### config.mk
export PLATFORM = sky130hd
export DESIGN_NAME = lidc_top
export DESIGN_NICKNAME = d
export VERILOG_FILES = /design/src/core/lidc_pkg.sv /design/src/core/lidc_top.sv
export SDC_FILE = /design/constraint.sdc
export NUM_CORES = 1
export LEC_CHECK = 0
export ABC_AREA = 1
export BUFFER_PORTS_ARGS = -buffer_cell sky130_fd_sc_hd__buf_2
export CAP_MARGIN = 20
export CORE_MARGIN = 2
export CORE_UTILIZATION = 35
export CTS_CLUSTER_DIAMETER = 150
export DETAILED_ROUTE_END_ITERATION = 10
export GPL_ROUTABILITY_DRIVEN = 0
export PLACE_DENSITY = 0.54
export SETUP_SLACK_MARGIN = 0.05
export SKIP_LAST_GASP = 1
export SLEW_MARGIN = 10
export SYNTH_ARGS = -nofsm -noshare
export SYNTH_HDL_FRONTEND = slang
export SYNTH_SLANG_ARGS = --single-unit
### constraint.sdc
create_clock -name i_clk -period 10.11 [get_ports i_clk]
set_input_delay 1.5165 -clock i_clk [delete_from_list [all_inputs] [get_ports i_clk]]
set_output_delay 1.5165 -clock i_clk [all_outputs]
set_load 0.01 [all_outputs]
### src/core/lidc_pkg.sv
// Package: constants and types for the line interface datapath control block
package lidc_pkg;
	// Elastic store geometry
	localparam int          FIFO_DEPTH      = 32;
	localparam int          PTR_W           = 5;
	localparam logic [4:0]  FIFO_HALF       = 5'h10;
	localparam logic [4:0]  GUARD           = 5'h02;
	// Read rate generator: nominal divide by four, in half steps
	localparam logic [3:0]  DIV_NOM_HALF    = 4'h8;
	localparam logic [3:0]  DIV_FAST_HALF   = 4'h7;
	localparam logic [3:0]  DIV_SLOW_HALF   = 4'h9;
	// First-order loop: fine phase accumulator width
	localparam int          NCO_W           = 12;
	localparam logic [11:0] NCO_STEP        = 12'h001;
	// Alarm indication window
	localparam logic [11:0] AIS_WINDOW      = 12'h800;
	localparam logic [1:0]  AIS_ZERO_LIMIT  = 2'h3;
	// Driver monitor time-out in clock cycles
	localparam logic [15:0] DPM_TIMEOUT_DEF = 16'h0400;
	// Line length codes
	localparam logic [2:0]  LEN_HDB3        = 3'h0;
	localparam logic [2:0]  LEN_B8ZS_LO     = 3'h2;
	// Reset values
	localparam logic [2:0]  LEN_RST         = 3'h0;
	// Line code selection
	typedef enum logic [1:0] {
		LIDC_CODE_AMI  = 2'h0,
		LIDC_CODE_B8ZS = 2'h1,
		LIDC_CODE_HDB3 = 2'h2
	} lidc_code_type;
endpackage : lidc_pkg

### src/core/lidc_top.sv
// Top: elastic store, loopbacks, line codes, alarm, control gating, driver monitor
// Operation
// 32-entry FIFO, recovered clock writes, oscillator reads
// FIFO output drives receive rails and clock
// Pointer spacing steers read rate, first order
// Near crossing, divide by 3.5 or 4.5
// Huge jitter is tracked, never corrupting data
// Crystal tied high bypasses attenuator, aux clock; code reads on the write clock instead and never uses the aux clock
// Bypass clock shows quantization jitter, uneven duty
// Local loopback from pin or register bit
// Local loopback routes transmit into receive outputs
// Local loopback still transmits; all-ones overrides
// Local loopback ignores line inputs
// Remote loopback retransmits recovered data and clock
// Remote loopback beats all-ones beats transmit data
// Remote loopback still feeds receive outputs
// Controller never selects both loopbacks together
// Extended remote loop is pre-codec; output decoded
// Alarm high when under 3 zeros in 2048
// Code pin high AMI; else length picks code
// Single-rail encoder input; decoder gives violation strobe
// Controls pass only while gate is low; code gates in extended mode only
// Controller holds controls stable while gate low
// Driver flag high when monitor stays idle
// Loss of signal forces data low unless bypassed
// Violation strobe lasts one received bit
// Monitor time-out counter restarts on transitions
`timescale 1ns/1ps
`default_nettype none
module lidc_top (
	input  wire logic        i_clk,
	input  wire logic        i_sys_rst,
	input  wire logic        i_extended_mode,
	input  wire logic        i_parallel_control_gate,
	input  wire logic        i_local_loopback_select,
	input  wire logic        i_remote_loopback_select,
	input  wire logic        i_transmit_all_ones_select,
	input  wire logic        i_reg_local_loopback,
	input  wire logic        i_reg_remote_loopback,
	input  wire logic        i_tx_code_select,
	input  wire logic        i_rx_code_select,
	input  wire logic        i_line_length_bit0,
	input  wire logic        i_line_length_bit1,
	input  wire logic        i_line_length_bit2,
	input  wire logic        i_crystal_input,
	input  wire logic        i_auxiliary_reference_clock,
	input  wire logic        i_recovered_clock,
	input  wire logic        i_line_in_a,
	input  wire logic        i_line_in_b,
	input  wire logic        i_tx_clock_in,
	input  wire logic        i_tx_positive_rail_in,
	input  wire logic        i_tx_negative_rail_in,
	input  wire logic        i_signal_loss_flag,
	input  wire logic        i_monitor_in_a,
	input  wire logic        i_monitor_in_b,
	input  wire logic [15:0] i_monitor_timeout,
	output logic             o_rx_clock_out,
	output logic             o_rx_positive_rail_out,
	output logic             o_rx_negative_rail_out,
	output logic             o_bipolar_violation_strobe,
	output logic             o_line_out_a,
	output logic             o_line_out_b,
	output logic             o_alarm_indication_out,
	output logic             o_driver_monitor_flag,
	output logic             o_loopback_reset_req
);
	// =====================================================
	// Input synchronisers
	localparam int NS = 11;
	logic [NS-1:0] raw, s1_q, s2_q, s3_q;
	assign raw = {i_monitor_in_b, i_monitor_in_a, i_signal_loss_flag, i_tx_negative_rail_in,
		i_tx_positive_rail_in, i_tx_clock_in, i_line_in_b, i_line_in_a, i_recovered_clock,
		i_auxiliary_reference_clock, i_crystal_input};
	// Two stages, third only for edge finding
	always_ff @(posedge i_clk or posedge i_sys_rst) begin
		if (i_sys_rst) begin
			s1_q <= '0;
			s2_q <= '0;
			s3_q <= '0;
		end else begin
			s1_q <= raw;
			s2_q <= s1_q;
			s3_q <= s2_q;
		end
	end
	logic xtal_hi, aux_rise, rcv_rise, tx_rise, signal_loss_flag, mon_a, mon_b;
	logic rx_a, rx_b, tx_p, tx_n;
	assign xtal_hi  = s2_q[0];
	assign aux_rise = s2_q[1] & ~s3_q[1];
	assign rcv_rise = s2_q[2] & ~s3_q[2];
	assign rx_a     = s2_q[3];
	assign rx_b     = s2_q[4];
	assign tx_rise  = s2_q[5] & ~s3_q[5];
	assign tx_p     = s2_q[6];
	assign tx_n     = s2_q[7];
	assign signal_loss_flag      = s2_q[8];
	assign mon_a    = s2_q[9];
	assign mon_b    = s2_q[10];

	// =====================================================
	// Control gating
	logic       ll_pin_q, rl_pin_q, transmit_all_ones_select_q, tx_code_select_q, rx_code_select_q;
	logic [2:0] len_q;
	// Pins pass only while gate low, in extended mode
	always_ff @(posedge i_clk or posedge i_sys_rst) begin
		if (i_sys_rst) begin
			ll_pin_q <= 1'b0;
			rl_pin_q <= 1'b0;
			transmit_all_ones_select_q   <= 1'b0;
			tx_code_select_q  <= 1'b0;
			rx_code_select_q  <= 1'b0;
			len_q    <= lidc_pkg::LEN_RST;
		end else if (!i_extended_mode || !i_parallel_control_gate) begin
			ll_pin_q <= i_local_loopback_select;
			rl_pin_q <= i_remote_loopback_select;
			transmit_all_ones_select_q   <= i_transmit_all_ones_select;
			tx_code_select_q  <= i_tx_code_select;
			rx_code_select_q  <= i_rx_code_select;
			len_q    <= {i_line_length_bit2, i_line_length_bit1, i_line_length_bit0};
		end
	end
	logic local_loopback_select, remote_loopback_select, bypass;
	assign local_loopback_select  = ll_pin_q | i_reg_local_loopback;
	assign remote_loopback_select  = rl_pin_q | i_reg_remote_loopback;
	assign bypass = xtal_hi;
	// Both loopbacks flag a reset request to the controller
	assign o_loopback_reset_req = local_loopback_select & remote_loopback_select;

	// Code choice from select pin and line length
	function automatic lidc_pkg::lidc_code_type code_of(input logic sel, input logic [2:0] len);
		if (sel)
			return lidc_pkg::LIDC_CODE_AMI;
		else if (len == lidc_pkg::LEN_HDB3)
			return lidc_pkg::LIDC_CODE_HDB3;
		else if (len >= lidc_pkg::LEN_B8ZS_LO)
			return lidc_pkg::LIDC_CODE_B8ZS;
		else
			return lidc_pkg::LIDC_CODE_AMI;
	endfunction : code_of
	lidc_pkg::lidc_code_type tx_code, rx_code;
	assign tx_code = code_of(tx_code_select_q, len_q);
	assign rx_code = code_of(rx_code_select_q, len_q);

	// =====================================================
	// Receive front end and decoder
	logic       rx_tick;
	logic       in_p, in_n;
	logic [3:0] hist_q;
	logic       last_pol_q, bpv_d;
	// Local loopback takes transmit side, line ignored
	assign rx_tick = local_loopback_select ? tx_rise : rcv_rise;
	assign in_p    = local_loopback_select ? tx_p : rx_a;
	assign in_n    = local_loopback_select ? tx_n : rx_b;
	// Violation: mark with same polarity as last mark
	assign bpv_d = (in_p & last_pol_q) | (in_n & ~last_pol_q);
	always_ff @(posedge i_clk or posedge i_sys_rst) begin
		if (i_sys_rst) begin
			last_pol_q <= 1'b0;
			hist_q     <= '0;
		end else if (rx_tick) begin
			if (in_p | in_n)
				last_pol_q <= in_p;
			hist_q <= {hist_q[2:0], in_p | in_n};
		end
	end
	// Substitution bit suppressed as zero when decoding
	logic dec_bit, dec_bpv;
	always_comb begin
		dec_bit = in_p | in_n;
		dec_bpv = bpv_d & (in_p | in_n);
		if (dec_bpv && rx_code != lidc_pkg::LIDC_CODE_AMI) begin
			dec_bit = 1'b0;
			dec_bpv = 1'b0;
		end
	end

	// =====================================================
	// Elastic store
	logic [2:0] mem_q [lidc_pkg::FIFO_DEPTH];
	logic [lidc_pkg::PTR_W-1:0] wp_q, rp_q, fill;
	assign fill = wp_q - rp_q;
	// Write on recovered or looped clock
	always_ff @(posedge i_clk or posedge i_sys_rst) begin
		if (i_sys_rst)
			wp_q <= '0;
		else if (rx_tick)
			wp_q <= wp_q + 5'h01;
	end
	// Stored word: rails for output (both carry decoded bit in extended mode), strobe
	always_ff @(posedge i_clk) begin
		if (rx_tick)
			mem_q[wp_q] <= {dec_bpv, i_extended_mode ? dec_bit : in_n, i_extended_mode ? dec_bit : in_p};
	end

	// =====================================================
	// Read clock: divided, steered by pointer spacing
	logic [3:0] half_cnt_q, div_sel;
	logic [lidc_pkg::NCO_W-1:0] nco_q;
	logic rd_tick;
	// Coarse guard near crossing, else fine first-order trim
	always_comb begin
		if (fill < lidc_pkg::GUARD)
			div_sel = lidc_pkg::DIV_SLOW_HALF;
		else if (fill > 5'(lidc_pkg::FIFO_DEPTH - 1) - lidc_pkg::GUARD)
			div_sel = lidc_pkg::DIV_FAST_HALF;
		else if (fill > lidc_pkg::FIFO_HALF && nco_q == {lidc_pkg::NCO_W{1'b1}})
			div_sel = lidc_pkg::DIV_FAST_HALF;
		else if (fill < lidc_pkg::FIFO_HALF && nco_q == '0)
			div_sel = lidc_pkg::DIV_SLOW_HALF;
		else
			div_sel = lidc_pkg::DIV_NOM_HALF;
	end
	assign rd_tick = bypass ? rx_tick : (half_cnt_q >= div_sel - 4'h1);
	always_ff @(posedge i_clk or posedge i_sys_rst) begin
		if (i_sys_rst) begin
			half_cnt_q <= '0;
			nco_q      <= '0;
		end else begin
			if (rd_tick)
				half_cnt_q <= '0;
			else
				half_cnt_q <= half_cnt_q + 4'h1;
			// Phase error integrates into rate trim
			if (rd_tick && fill > lidc_pkg::FIFO_HALF)
				nco_q <= nco_q + lidc_pkg::NCO_STEP;
			else if (rd_tick && fill < lidc_pkg::FIFO_HALF)
				nco_q <= nco_q - lidc_pkg::NCO_STEP;
		end
	end
	// Read side; bypass follows writer directly
	always_ff @(posedge i_clk or posedge i_sys_rst) begin
		if (i_sys_rst)
			rp_q <= '0;
		else if (bypass)
			rp_q <= wp_q - 5'h01;
		else if (rd_tick && fill != 5'h00)
			rp_q <= rp_q + 5'h01;
	end

	// =====================================================
	// Receive outputs
	logic rclk_q;
	always_ff @(posedge i_clk or posedge i_sys_rst) begin
		if (i_sys_rst) begin
			o_rx_positive_rail_out     <= 1'b0;
			o_rx_negative_rail_out     <= 1'b0;
			o_bipolar_violation_strobe <= 1'b0;
			rclk_q                     <= 1'b0;
		end else if (rd_tick) begin
			rclk_q <= 1'b1;
			if (signal_loss_flag && !bypass) begin
				o_rx_positive_rail_out <= 1'b0;
				o_rx_negative_rail_out <= 1'b0;
			end else if (fill != 5'h00) begin // Underflow holds last bit
				o_rx_positive_rail_out <= mem_q[rp_q][0];
				o_rx_negative_rail_out <= mem_q[rp_q][1];
			end
			o_bipolar_violation_strobe <= i_extended_mode & mem_q[rp_q][2] & (fill != 5'h00);
		end else if (half_cnt_q == 4'h2) begin
			rclk_q <= 1'b0;
		end
	end
	assign o_rx_clock_out = rclk_q;

	// =====================================================
	// Transmit path and encoder
	logic       ami_pol_q;
	logic [3:0] zrun_q;
	logic       tx_mark, tx_p_sel, tx_n_sel;
	// Source order: remote loop, all ones, transmit data
	always_comb begin
		if (remote_loopback_select) begin
			tx_p_sel = in_p;
			tx_n_sel = in_n;
		end else if (transmit_all_ones_select_q) begin
			tx_p_sel = ~ami_pol_q;
			tx_n_sel = ami_pol_q;
		end else if (i_extended_mode) begin
			tx_mark  = tx_p;
			tx_p_sel = tx_mark & ~ami_pol_q;
			tx_n_sel = tx_mark & ami_pol_q;
		end else begin
			tx_p_sel = tx_p;
			tx_n_sel = tx_n;
		end
		tx_mark = tx_p_sel | tx_n_sel;
	end
	logic tx_tick;
	assign tx_tick = remote_loopback_select ? rx_tick : tx_rise;
	always_ff @(posedge i_clk or posedge i_sys_rst) begin
		if (i_sys_rst) begin
			o_line_out_a <= 1'b0;
			o_line_out_b <= 1'b0;
			ami_pol_q    <= 1'b0;
			zrun_q       <= '0;
		end else if (tx_tick) begin
			o_line_out_a <= tx_p_sel;
			o_line_out_b <= tx_n_sel;
			if (tx_mark)
				ami_pol_q <= ~ami_pol_q;
			zrun_q <= tx_mark ? 4'h0 : zrun_q + 4'h1;
		end
	end

	// =====================================================
	// Alarm indication: count zeros in 2048 bits
	logic [11:0] win_q;
	logic [1:0]  zeros_q;
	always_ff @(posedge i_clk or posedge i_sys_rst) begin
		if (i_sys_rst) begin
			win_q  <= '0;
			zeros_q <= '0;
			o_alarm_indication_out <= 1'b0;
		end else if (rx_tick) begin
			if (win_q == lidc_pkg::AIS_WINDOW - 12'h001) begin
				win_q <= '0;
				zeros_q <= '0;
				o_alarm_indication_out <= i_extended_mode && ({1'b0, zeros_q} + {2'h0, ~(in_p | in_n)}
					< {1'b0, lidc_pkg::AIS_ZERO_LIMIT});
			end else begin
				win_q <= win_q + 12'h001;
				if (!(in_p | in_n) && zeros_q != lidc_pkg::AIS_ZERO_LIMIT)
					zeros_q <= zeros_q + 2'h1;
			end
		end
	end

	// =====================================================
	// Driver monitor
	logic        mon_act_q;
	logic [15:0] dpm_cnt_q;
	always_ff @(posedge i_clk or posedge i_sys_rst) begin
		if (i_sys_rst) begin
			mon_act_q <= 1'b0;
			dpm_cnt_q <= '0;
			o_driver_monitor_flag <= 1'b0;
		end else begin
			mon_act_q <= mon_a ^ mon_b;
			if ((mon_a ^ mon_b) != mon_act_q) begin
				dpm_cnt_q <= '0;
				o_driver_monitor_flag <= 1'b0;
			end else if (dpm_cnt_q >= i_monitor_timeout) begin
				o_driver_monitor_flag <= 1'b1;
			end else begin
				dpm_cnt_q <= dpm_cnt_q + 16'h0001;
			end
		end
	end

	// =====================================================
	// Assertions
	a_fifo_bound: assert property (@(posedge i_clk) disable iff (i_sys_rst)
		rd_tick && fill == 5'h00 && !bypass |=> $stable(rp_q)) else $error("read passed write");
	a_los_force: assert property (@(posedge i_clk) disable iff (i_sys_rst)
		rd_tick && signal_loss_flag && !bypass |=> !o_rx_positive_rail_out && !o_rx_negative_rail_out) else $error("los data");
	a_tx_prio: assert property (@(posedge i_clk) disable iff (i_sys_rst)
		tx_tick && remote_loopback_select |=> o_line_out_a == $past(in_p)) else $error("remote loop source");
	a_transmit_all_ones_select_ones: assert property (@(posedge i_clk) disable iff (i_sys_rst)
		tx_tick && !remote_loopback_select && transmit_all_ones_select_q |=> o_line_out_a != o_line_out_b) else $error("all ones");
	a_gate_hold: assert property (@(posedge i_clk) disable iff (i_sys_rst)
		i_extended_mode && i_parallel_control_gate |=> $stable({transmit_all_ones_select_q, len_q})) else $error("gate leak");
	a_bpv_pulse: assert property (@(posedge i_clk) disable iff (i_sys_rst)
		o_bipolar_violation_strobe |-> i_extended_mode) else $error("strobe mode");
	a_dpm_clear: assert property (@(posedge i_clk) disable iff (i_sys_rst)
		(mon_a ^ mon_b) != mon_act_q |=> !o_driver_monitor_flag) else $error("dpm restart");
	a_loop_addr: assert property (@(posedge i_clk) disable iff (i_sys_rst)
		rx_tick |=> wp_q == $past(wp_q) + 5'h01) else $error("write pointer");
endmodule : lidc_top
`default_nettype wire

==> Word-level counts from Yosys, hierarchy flattened <==
Memories as Yosys holds them, arrays and structs flattened.
Cells that the tools add are included.
{ "totals": {"register_bits": 102, "ramBits": 96, "inputBits": 41, "output_inout_bits": 9, "wordCells": 145, "n_memories": 1} }
{ "op_classes": {"n_addsub": 12, "order_cmp": 8, "eq_ne": 6, "n_mux": 42, "bitwise_logic": 21, "reduce_logical": 29} }
{ "memory_table": {"columns": ["name", "words", "word_bits", "read_ports", "rd_ports_with_merged_regs", "write_ports", "line", "rtl"], "rows": [
  ["mem_q", 32, 3, 1, 0, 1, "lidc_top.sv:179", "logic [2:0] mem_q [lidc_pkg::FIFO_DEPTH];"]
]} }
{ "op_table": {"columns": ["op", "count"], "rows": [
  ["$mux 12", 3],
  ["$mux 16", 2],
  ["$mux 1", 27],
  ["$add 12x1->12 const B", 2],
  ["$add 16x1->16 const B", 1],
  ["$ge 16x16->1", 1],
  ["$mux 4", 4],
  ["$reduce_bool 2->1", 7],
  ["$eq 12x11->1 const B", 1],
  ["$eq 12x12->1 const B", 1],
  ["$logic_not 12->1", 1],
  ["$sub 12x1->12 const B", 1],
  ["$add 5x1->5 const B", 2],
  ["$and 1x1->1", 10],
  ["$gt 5x5->1 const B", 2],
  ["$mux 5", 2],
  ["$reduce_and 2->1", 5],
  ["$logic_and 1x1->1", 9],
  ["$mux 2", 4],
  ["$lt 5x2->1 const B", 1],
  ["$lt 5x5->1 const B", 1],
  ["$not 1->1", 5],
  ["$or 1x1->1", 5],
  ["$reduce_bool 5->1", 1],
  ["other kinds (16)", 20]
]} }

==> Longest topological paths before layout <==
Gate-level depths: netlist of run 1.
{ "logic_depth": {"word_depth": 13, "ltp_mapped": 35, "mapped_depth_nobuf": 35} }

==> Least setup slack after synthesis of run 1 <==
Ideal clock, no wire load.
{ "synth_timing": {"path_type": "register -> register", "start": "register wp_q[0] (netlist name)", "end": "register nco_q[7] (netlist name)", "setup_ns": 0.076, "t_arrival_ns": 4.474, "setup_slack_ns": 5.559, "path_stages_with_launch": 32, "cell_sequence": "dfrtp_1 > inv_1 > ha_1 > fa_1 > inv_1 > nand2_1 > nand2_1 > nand2_1 > nor2_2 > nand2_1 > nand3_1 > nand2_1 > nor3_2 > inv_1 > ha_1 > inv_1 > ha_1 > nand2_1 > nand2_1 > nand2_1 > nand2_1 > nand2_1 > inv_2 > nand3_1 > ha_1 > a21oi_1 > nand2_1 > a21oi_1 > inv_1 > nor2_1 > nor2_1 > o21ai_1"} }
{ "synth_between": {"elab_chain_cells": 12} }
{ "synth_lines": {"columns": ["item", "line", "rtl"], "rows": [
  ["start, declared", "lidc_top.sv:180", "logic [lidc_pkg::PTR_W-1:0] wp_q, rp_q, fill;"],
  ["start signal, assigned", "lidc_top.sv:187", "wp_q <= wp_q + 5'h01;"],
  ["$sub 5x5->5 *", "lidc_top.sv:181", "assign fill = wp_q - rp_q;"],
  ["$lt 5x5->1", "lidc_top.sv:208, lidc_top.sv:226", null],
  ["$logic_and 1x1->1", "lidc_top.sv:208", "else if (fill < lidc_pkg::FIFO_HALF && nco_q == '0)"],
  ["$mux 1", "lidc_top.sv:208", null],
  ["$mux 4", "lidc_top.sv:206", "else if (fill > lidc_pkg::FIFO_HALF && nco_q == {lidc_pkg::NCO_W{1'b1}})"],
  ["$mux 4", "lidc_top.sv:204", "else if (fill > 5'(lidc_pkg::FIFO_DEPTH - 1) - lidc_pkg::GUARD)"],
  ["$mux 4", "lidc_top.sv:202", "if (fill < lidc_pkg::GUARD)"],
  ["$sub 4x1->4", "lidc_top.sv:213", "assign rd_tick = bypass ? rx_tick : (half_cnt_q >= div_sel - 4'h1);"],
  ["$ge 4x4->1", "lidc_top.sv:213", null],
  ["$mux 1", "lidc_top.sv:213", null],
  ["$logic_and 1x1->1, on equally long branches", "lidc_top.sv:224, lidc_top.sv:226", null],
  ["$mux 12 / $reduce_bool 2->1 (equally long branches)", null, null],
  ["end signal, assigned", "lidc_top.sv:225", "nco_q <= nco_q + lidc_pkg::NCO_STEP;"],
  ["end signal, assigned", "lidc_top.sv:227", "nco_q <= nco_q - lidc_pkg::NCO_STEP;"],
  ["end, declared", "lidc_top.sv:198", "logic [lidc_pkg::NCO_W-1:0] nco_q;"]
]} }
Every way passes the cells marked *; elsewhere a longest branch is shown, timed or not.
A chain may end at the register's enable or synchronous reset.

==> Worst setup path after layout of run 1 <==
{ "layout_timing": {"start": "register rp_q[2] (netlist name)", "end": "register nco_q[9] (netlist name)"} }
{ "layout_between": {"elab_chain_cells": 12} }
{ "layout_lines": {"columns": ["item", "line", "rtl"], "rows": [
  ["start, declared", "lidc_top.sv:180", null],
  ["start signal, assigned", "lidc_top.sv:235", "rp_q <= wp_q - 5'h01;"],
  ["start signal, assigned", "lidc_top.sv:237", "rp_q <= rp_q + 5'h01;"],
  ["$sub 5x5->5 *", "lidc_top.sv:181", null],
  ["$lt 5x5->1", "lidc_top.sv:208, lidc_top.sv:226", null],
  ["$logic_and 1x1->1", "lidc_top.sv:208", null],
  ["$mux 1", "lidc_top.sv:208", null],
  ["$mux 4", "lidc_top.sv:206", null],
  ["$mux 4", "lidc_top.sv:204", null],
  ["$mux 4", "lidc_top.sv:202", null],
  ["$sub 4x1->4", "lidc_top.sv:213", null],
  ["$ge 4x4->1", "lidc_top.sv:213", null],
  ["$mux 1", "lidc_top.sv:213", null],
  ["$logic_and 1x1->1, on equally long branches", "lidc_top.sv:224, lidc_top.sv:226", null],
  ["$mux 12 / $reduce_bool 2->1 (equally long branches)", null, null]
]} }
Marked as above.

==> results by group, run 1 <==
Status
  • Status: completed

Synthesis
  • Main synth FF type: edfxtp_1
  • Area of the mapped netlist: approximately 10000 sq um
  • Post-synth EDFFs: between 90 and 100
  • Synth area leaders: edfxtp_1 (29%), dfrtp_1 (24%), nand2_1 (9.8%)
  • Syn Inst Count: about 1100
  • Yosys cell types: 43
  • Yosys top cell area share: roughly 29%
  • Post-synthesis sequential area ratio: a little over half
  • Mapped Avg Cell Area: 8.881 sq um
  • Async S/R FF share, synth: around half
  • Post-synthesis register bit count: 192
  • Net Count, Synth: approximately 1200
  • Yosys Warn Count: 0
  • Area leader, netlist: edfxtp_1

Global route
  • Global-route wire length before repair: between 30000 and 40000 um
  • Vias in the first global route: slightly above 7000
  • Global Route Usage Sum: approximately 15%
  • Overflow left after global routing: 0
  • Largest net degree at the start of global routing: 63
  • Initial antenna violation count: 0

Routing
  • Routed vias/inst: 4.630
  • Detailed Route WL: 21030 um
  • DR WL/cell: 13.53 um
  • Total number of vias: around 7000
  • First-pass iteration count of the detailed router: 6
  • Initial DRC count: 342
  • Post-route ant nets: 0
  • Residual DRC: 0

Cells and area
  • Reg area: 5285 sq um
  • Share of layout cells above drive strength 1: approximately 10%
  • Multi-input gate area: about 4100 sq um
  • Post-layout util: approximately two fifths
  • Final instance area: 11150 sq um
  • Non-Filler Instances: about 1600
  • Fill cell count: 2795
  • Most frequent cells in the layout: nand2_1 (259), nor2_1 (171), inv_1 (108)
  • N_diodes: 0
  • NumNets Final: between 1000 and 1500
  • Synth-to-Final Area Change: 12.04%
  • Commonest non-fill, non-tap cell in the layout: nand2_1

Placed design
  • Inst Count DP: about 1500
  • HPWL Detailed: between 10000 and 15000 um
  • Buffers added on ports: 47
  • Placed Area: about 11000 sq um
  • Pre-CTS WS: approximately 4.6 ns

Power
  • Seq pwr share: 33.9%
  • Worst VDD drop: between 0.1 and 0.15 mV
  • Power per Cell Area: roughly 280 nW/um^2
  • Switching share of power: 43.02%
  • P_leak: 5.023 nW
  • Sw Pwr: 1.345 mW
  • Gate power share: between 40% and 50%
  • Design Power: around 3.1 mW
  • Clock power share: a little over a fifth
  • Power Internal: 1.781 mW

Critical path
  • WP data required: 10.48 ns
  • Most used cell, CP: nand2_1
  • Startpoint types: flop
  • CP arrival: a little under 6 ns
  • Crit Path Class: reg2reg
  • Worst reg2reg path endpoint: nco_q[9]
  • Worst reg2reg startpoint: rp_q[2]
  • Crit path largest cell delay: 0.69 ns
  • Critical Path Start: rp_q[2]
  • R2R cell count: 30
  • Worst-path maximum fanout: 13
  • Worst setup EP type: flop
  • CP max stage cell: dfrtp_1
  • R2r setup slk: about 4.6 ns

Min path
  • Hold EP: s2_q[0]
  • Hold Crit Class: reg2reg
  • Hold depth: 0
  • Hold wc startpoint: s1_q[0]

Timing
  • # setup viols final: 0
  • Tcrit/Tclk final: 54.93%
  • Setup ws final: between 4 and 5 ns
  • Hold Fails Final Rpt: 0
  • Fmax: 0.1801 GHz
  • WHS: roughly 0.35 ns
  • Setup TNS: 0 ns
  • RSZ-0062 raised after global routing: no
  • Slew @ Worst Pin: 0.9602 ns
  • Crit path time final: 5.554 ns
  • Clk_skew: between 0.01 and 0.015 ns
  • Max-slew headroom at the worst pin: ~36%
  • Final Max Slew Viols: 0

Die
  • DIE WIDTH: between 150 and 200 um
  • Die ar.: 29810 sq um
  • Die height: between 150 and 200 um
  • Io pins: 50
  • Core ar.: roughly 28000 sq um
  • Initial Util: around 36%
  • Rows: 61

Clocking
  • Clk slew on worst S/H paths: approximately 0.080 ns
  • Post-cts sizing count: 0
  • Clk_lat worst skew: 0.44 ns
  • Clock root buffer: clkbuf_16
  • CTS Hold Bufs: 0
  • Clock Tree Buf Depth: 2
  • Post-CTS Setup Bufs: 0
  • CTS buffer count: 17
  • TritonCTS clock tree: built
  • H-tree depth: 4
  • Clock sink count: 192

Flow run
  • Max cap viols: 0
[state kept, by name, summed over array words and instances, names as in the netlist, 2 cells and up]
register	count
s1_q	10
rp_q	5
mem_q	96
len_q	3
win_q	12
nco_q	12
dpm_cnt_q	16
zeros_q	2
s2_q	10
half_cnt_q	4
s3_q	2
wp_q	5
[layer usage]
| metal | global-route usage, % | wire length [um] |
|---|---|---|
| met1 | 20.01 | 10250 |
| met2 | 24.87 | 9931 |
| met3 | 2.814 | 585 |
| met4 | 4.025 | 258 |
| met5 | 0 | 0 |
[power groups by stage]
stage          Clock [mW]  Sequential [mW]  Combinational (mW)
6_report            0.674             1.06                1.39
5_1_grt             0.716             1.08                1.63
4_1_cts             0.688             1.06                1.42
3_5_place_dp            0             1.07                1.41
3_3_place_gp            0             1.07                1.39
2_1_floorplan           0             1.04                1.11
[cell families (layout without fill, tap and decap cells)]
| group | count (synthesis) | count (layout) | synth area share, % |
|---|---|---|---|
| and+or+nand+nor | 571 | 571 | 24.22 |
| adders and majority gates | 51 | 51 | 6.560 |
| buffers and inverters | 146 | 201 | 5.957 |
| DFF | 192 | 192 | 53.09 |
| muxes | 4 | 4 | 0.4524 |
| xor gates and xnor gates | 36 | 36 | 3.318 |
| AOI/OAI and AO/OA | 121 | 121 | 6.410 |
[cell type report]
cell class,instances,share of cell area (%)
sequential,192,47.38
timing repair buffer,51,2.378
multi-input combinational,783,36.78
inverter,118,3.993
tap,378,4.240
clock buffer,21,4.319
clock inverter,11,0.9086
[worst max-delay path by stage]
stage,end,slack (ns),depth (start not counted)
floorplan,nco_q[7],5.56,31
global placement,nco_q[7],4.70,28
detailed placement,nco_q[9],4.58,30
CTS,nco_q[9],4.54,30
global route,nco_q[9],3.92,28
finish,nco_q[9],4.56,30
[cells in the mapped netlist, types with 2 or more instances]
library cell and instances:
buf_2 15, nor2_2 2, dfrtp_1 96, or2_2 6, nand2_1 259, nor2_1 172
fa_1 2, buf_4 5, nand2_4 2, xnor2_1 10, nor3_2 3, a21o_1 3
mux2_2 4, o211ai_1 3, nand2_2 3, o21ai_1 14, xor2_1 24, nor3b_1 3
inv_1 109, a21oi_1 24, a31oi_1 4, nand3_1 92, nand4_1 12, edfxtp_1 96
nor3_1 10, ha_1 49, inv_2 8, o21ai_0 68, clkbuf_1 6, nand3_2 2
o21bai_1 2, xor2_2 2
[worst max-delay path: cells and delay by family (launching register included)]
kind,cells,cell delay [ns]
and+or+nand+nor,18,2.07
adders and majority gates,4,1.47
DFF,1,0.69
buffers and inverters,5,0.67
AOI/OAI and AO/OA,3,0.58
No activity file was read; power rests on OpenSTA's default activity.
==> inputs of run 2 (changes only) <==
clock period = 5.5 ns   (was 10.11 ns; I/O delays follow)
==> results by group, run 2 (synthesis gave the netlist of run 1 again) <==
Status
  • Status: completed

Critical path
  • CP arrival: approximately 5.2 ns
  • Worst-path maximum fanout: 11
  • R2R cell count: 30
  • Critical Path Start: wp_q[0]
  • Worst setup EP type: flop
  • Crit path largest cell delay: between 0.4 and 0.5 ns
  • Most used cell, CP: nand2_1
  • CP max stage cell: dfrtp_1
  • WP data required: 5.83 ns
  • Startpoint types: flop
  • Worst reg2reg startpoint: wp_q[0]
  • R2r setup slk: 0.63 ns
  • Worst reg2reg path endpoint: nco_q[11]
  • Crit Path Class: reg2reg

Clocking
  • TritonCTS clock tree: built
  • CTS buffer count: 17
  • Clock root buffer: clkbuf_16
  • Clock Tree Buf Depth: 2
  • Clk_lat worst skew: roughly 0.44 ns
  • Clk slew on worst S/H paths: 0.07 ns
  • Clock sink count: approximately 190
  • H-tree depth: 4

Timing
  • Clk_skew: 0.01596 ns
  • Hold Fails Final Rpt: 0
  • Final Max Slew Viols: 0
  • Setup TNS: 0 ns
  • # setup viols final: 0
  • Slew @ Worst Pin: just under 1 ns
  • WHS: ~0.35 ns
  • Max-slew headroom at the worst pin: 33.95%
  • RSZ-0062 raised after global routing: no
  • Tcrit/Tclk final: about nine tenths
  • Fmax: ~0.21 GHz
  • Crit path time final: slightly below 5 ns

Global route
  • Overflow left after global routing: 0
  • Global-route wire length before repair: ~37000 um
  • Most Crowded Layer GR: met2
  • M2 GR Usage: about a quarter
  • Vias in the first global route: approximately 7300
  • Initial antenna violation count: 0
  • Largest net degree at the start of global routing: 60
  • Met1 Use GR: roughly a fifth
  • Met3 Usage GRT: under 10%
  • Global Route Usage Sum: 15.06%

Routing
  • Post-route ant nets: 0
  • DR WL/cell: ~14 um
  • Total number of vias: 7365
  • Detailed Route WL: about 21000 um
  • Routed vias/inst: between 4 and 5
  • First-pass iteration count of the detailed router: 5
  • Residual DRC: 0
  • Initial DRC count: around 420

Die
  • Core ar.: 27860 sq um
  • Die height: 172.7 um
  • Rows: 61
  • DIE WIDTH: 172.7 um
  • Initial Util: ~36%
  • Io pins: 50
  • Die ar.: 29810 sq um

Cells and area
  • Top flop regs: mem_q: 96 flops, dpm_cnt_q: 16 flops
  • Most frequent cells in the layout: nand2_1 (258), nor2_1 (170), inv_1 (108)
  • Commonest non-fill, non-tap cell in the layout: nand2_1
  • N_diodes: 0
  • Reg with most FFs: mem_q
  • Synth-to-Final Area Change: 13.13%
  • Largest register FFs: 96
  • NumNets Final: 1263
  • Post-layout util: 40.43%
  • Share of layout cells above drive strength 1: around 11%
  • Fill cell count: 2854

Power
  • Switching share of power: a little over two fifths
  • Worst VDD drop: around 0.24 mV
  • Clock power share: a little over a fifth
  • Power Internal: roughly 3.4 mW
  • Gate power share: 46.0%
  • Power per Cell Area: 524.5 nW/um^2
  • P_leak: between 5 and 6 nW
  • Sw Pwr: about 2.5 mW
  • Seq pwr share: between 30% and 40%

Min path
  • Hold wc startpoint: s1_q[10]
  • Hold EP: s2_q[10]
  • Hold depth: 0
  • Hold Crit Class: reg2reg

Flow run
  • Max cap viols: 0

Placed design
  • Buffers added on ports: 47
  • HPWL Detailed: 14710 um
## run 2: layer usage
metal  wire length [um]  up-vias
li1                   -     3774
met1              10360     3460
met2              10120      103
met3                589       28
met4                427        0
met5                  0        -
## run 2: layout make-up
| class | instances | area [sq um] | share of cell area (%) |
|---|---|---|---|
| clock buffer | 19 | 464.2 | 4.121 |
| sequential | 192 | 5285 | 46.92 |
| inverter | 118 | 450.4 | 3.999 |
| tap | 378 | 473.0 | 4.199 |
| multi-input combinational | 783 | 4125 | 36.63 |
| clock inverter | 13 | 140.1 | 1.244 |
| timing repair buffer | 59 | 325.3 | 2.888 |
## run 2: power groups by stage
stage / Clock (mW) / Sequential, mW / Combinational (mW)
after global placement: 0 / 1.95 / 2.64
after global routing: 1.35 / 1.95 / 3.16
after detailed placement: 0 / 1.95 / 2.68
after floorplan: 0 / 1.91 / 2.04
final: 1.27 / 1.92 / 2.72
after CTS: 1.30 / 1.92 / 2.70
## run 2: worst max-delay path by stage
| stage | end | slack [ns] | depth (start not counted) |
|---|---|---|---|
| detailed placement | nco_q[9] | 0.17 | 29 |
| CTS | nco_q[9] | 0.13 | 29 |
| finish | nco_q[11] | 0.63 | 30 |
| global route | nco_q[11] | 0.07 | 31 |
| floorplan | nco_q[7] | 0.95 | 31 |
| global placement | nco_q[7] | 0.32 | 30 |
## run 2: metrics by stage
| stage | worst slack (ns) | std cells | power (mW) | instance area [sq um] |
|---|---|---|---|---|
| after floorplan | 0.9494 | 1121 | 3.947 | 9956 |
| after global routing | 0.07294 | 1562 | 6.464 | 11260 |
| after CTS | 0.1331 | 1562 | 5.923 | 11230 |
| final | 0.6349 | 1562 | 5.908 | 11260 |
| after detailed placement | 0.1697 | 1530 | 4.634 | 10620 |
| after global placement | 0.3183 | 1530 | 4.588 | 10620 |
## run 2: worst max-delay path: cells and delay by family, from the launching register on
kind | cells | cell delay, ns
XOR/XNOR | 1 | 0.18
flip-flops | 1 | 0.42
AO/OA/AOI/OAI | 1 | 0.16
buffers and inverters | 4 | 0.42
AND/OR/NAND/NOR | 19 | 2.19
adder cells (fa/ha/maj) | 5 | 1.42
## run 2: what timing repair did
action	in CTS	in global routing
setup buffers	0	0
gates resized for setup	0	9
hold buffers	0	0
setup endpoints to repair	0	10
==> inputs of run 3 (changes only) <==
MAX_ROUTING_LAYER = met4   (was default)
==> results by group, run 3 (synthesis gave the netlist of run 1 again) <==
Status
  • Status: completed

Timing
  • Max-slew headroom at the worst pin: 33.95%
  • # setup viols final: 0
  • Final Max Slew Viols: 0
  • Setup TNS: 0 ns
  • Crit path time final: between 4 and 5 ns
  • Tcrit/Tclk final: approximately nine tenths
  • Slew @ Worst Pin: about 0.99 ns
  • Clk_skew: 0.01319 ns
  • WHS: ~0.35 ns
  • Fmax: slightly above 0.2 GHz
  • Hold Fails Final Rpt: 0
  • RSZ-0062 raised after global routing: no

Clocking
  • Clk_lat worst skew: 0.43 ns
  • CTS buffer count: 17
  • Clk slew on worst S/H paths: around 0.080 ns
  • Clock sink count: between 150 and 200
  • TritonCTS clock tree: built
  • Post-CTS Setup Bufs: 0
  • H-tree depth: 4
  • Clock root buffer: clkbuf_16
  • Clock Tree Buf Depth: 2

Critical path
  • Worst reg2reg path endpoint: nco_q[11]
  • Critical Path Start: wp_q[0]
  • Startpoint types: flop
  • Worst setup EP type: flop
  • Most used cell, CP: nand2_1
  • R2r setup slk: between 0.6 and 0.7 ns
  • Worst-path maximum fanout: 11
  • Crit Path Class: reg2reg
  • CP arrival: 5.20 ns
  • WP data required: about 5.8 ns
  • Largest delay share family, worst path: simple AND/OR/NAND/NOR gates
  • Crit path largest cell delay: 0.41 ns
  • Worst reg2reg startpoint: wp_q[0]
  • CP max stage cell: dfrtp_1
  • Worst Path Buf+Inv: 4
  • R2R cell count: 30

Cells and area
  • Commonest non-fill, non-tap cell in the layout: nand2_1
  • Synth-to-Final Area Change: 13.13%
  • NumNets Final: about 1300
  • Share of layout cells above drive strength 1: 11.40%
  • Fill cell count: ~2900
  • Top flop regs: mem_q: 96 flops, dpm_cnt_q: 16 flops
  • Most frequent cells in the layout: nand2_1 (258), nor2_1 (170), inv_1 (108)
  • Largest register FFs: 96
  • Reg area: approximately 5300 sq um
  • Multi-input gate area: 4125 sq um
  • Reg with most FFs: mem_q
  • N_diodes: 0

Global route
  • Overflow left after global routing: 0
  • Global Route Usage Sum: about 16%
  • Global-route wire length before repair: ~37000 um
  • Initial antenna violation count: 0
  • Vias in the first global route: roughly 7300
  • Largest net degree at the start of global routing: 60

Routing
  • Routed vias/inst: approximately 4.7
  • Initial DRC count: 457
  • DR WL/cell: 13.70 um
  • Total number of vias: 7372
  • Detailed Route WL: between 20000 and 25000 um
  • First-pass iteration count of the detailed router: 5
  • Residual DRC: 0
  • Post-route ant nets: 0

Min path
  • Hold Crit Class: reg2reg
  • Hold depth: 0
  • Hold EP: s2_q[10]
  • Hold wc startpoint: s1_q[10]

Die
  • Die height: 172.7 um
  • Core ar.: ~28000 sq um
  • Rows: approximately 60
  • Die ar.: roughly 30000 sq um
  • DIE WIDTH: between 150 and 200 um
  • Initial Util: a little over a third
  • Io pins: 50

Flow run
  • Max cap viols: 0

Placed design
  • HPWL Detailed: 14710 um
  • Buffers added on ports: between 40 and 50

Power
  • Power per Cell Area: approximately 520 nW/um^2
  • P_leak: 5.071 nW
  • Worst VDD drop: ~0.24 mV
-- run 3: cell type report --
type | instances | area share (%)
Sequential cell | 192 | 46.92
Multi-Input combinational cell | 783 | 36.63
Tap cell | 378 | 4.199
Clock buffer | 19 | 4.121
Inverter | 118 | 3.999
Timing Repair Buffer | 59 | 2.888
Clock inverter | 13 | 1.244
-- run 3: worst max path at each step --
| stage | slack [ns] | depth (start not counted) | endpoint |
|---|---|---|---|
| 6_report | 0.63 | 30 | nco_q[11] |
| 2_1_floorplan | 0.95 | 31 | nco_q[7] |
| 3_3_place_gp | 0.32 | 30 | nco_q[7] |
| 4_1_cts | 0.13 | 29 | nco_q[9] |
| 3_5_place_dp | 0.17 | 29 | nco_q[9] |
| 5_1_grt | 0.07 | 31 | nco_q[11] |
-- run 3: power breakdown --
| part | total [mW] | switching [mW] | internal, mW |
|---|---|---|---|
| Sequential | 1.92 | 0.180 | 1.74 |
| Clock | 1.26 | 0.579 | 0.683 |
| Combinational | 2.72 | 1.78 | 0.937 |
| Total | 5.90 | 2.54 | 3.36 |
-- run 3: per-stage QoR --
step / power, mW / utilization, % / cells / worst slack, ns / area [sq um]
detailed placement: 4.634 / 38.14 / 1530 / 0.1697 / 10620
global route: 6.466 / 40.43 / 1562 / 0.07325 / 11260
global placement: 4.588 / 38.14 / 1530 / 0.3183 / 10620
floorplan: 3.947 / - / 1121 / 0.9494 / 9956
CTS: 5.923 / 40.31 / 1562 / 0.1331 / 11230
finish: 5.903 / 40.43 / 1562 / 0.6301 / 11260
-- run 3: layer usage --
metal,routed length [um],up-vias,share of wire (%),GRT usage (%)
met1,10270,3451,48,20.38
li1,-,3772,-,-
met3,612,29,2.9,2.265
met5,0,-,0,-
met2,10090,120,47,24.97
met4,437,0,2.0,4.873
-- run 3: timing repair --
action	4_1_cts	5_1_grt
resized for setup	0	9
setup endpoints to repair	0	10
hold buffers	0	0
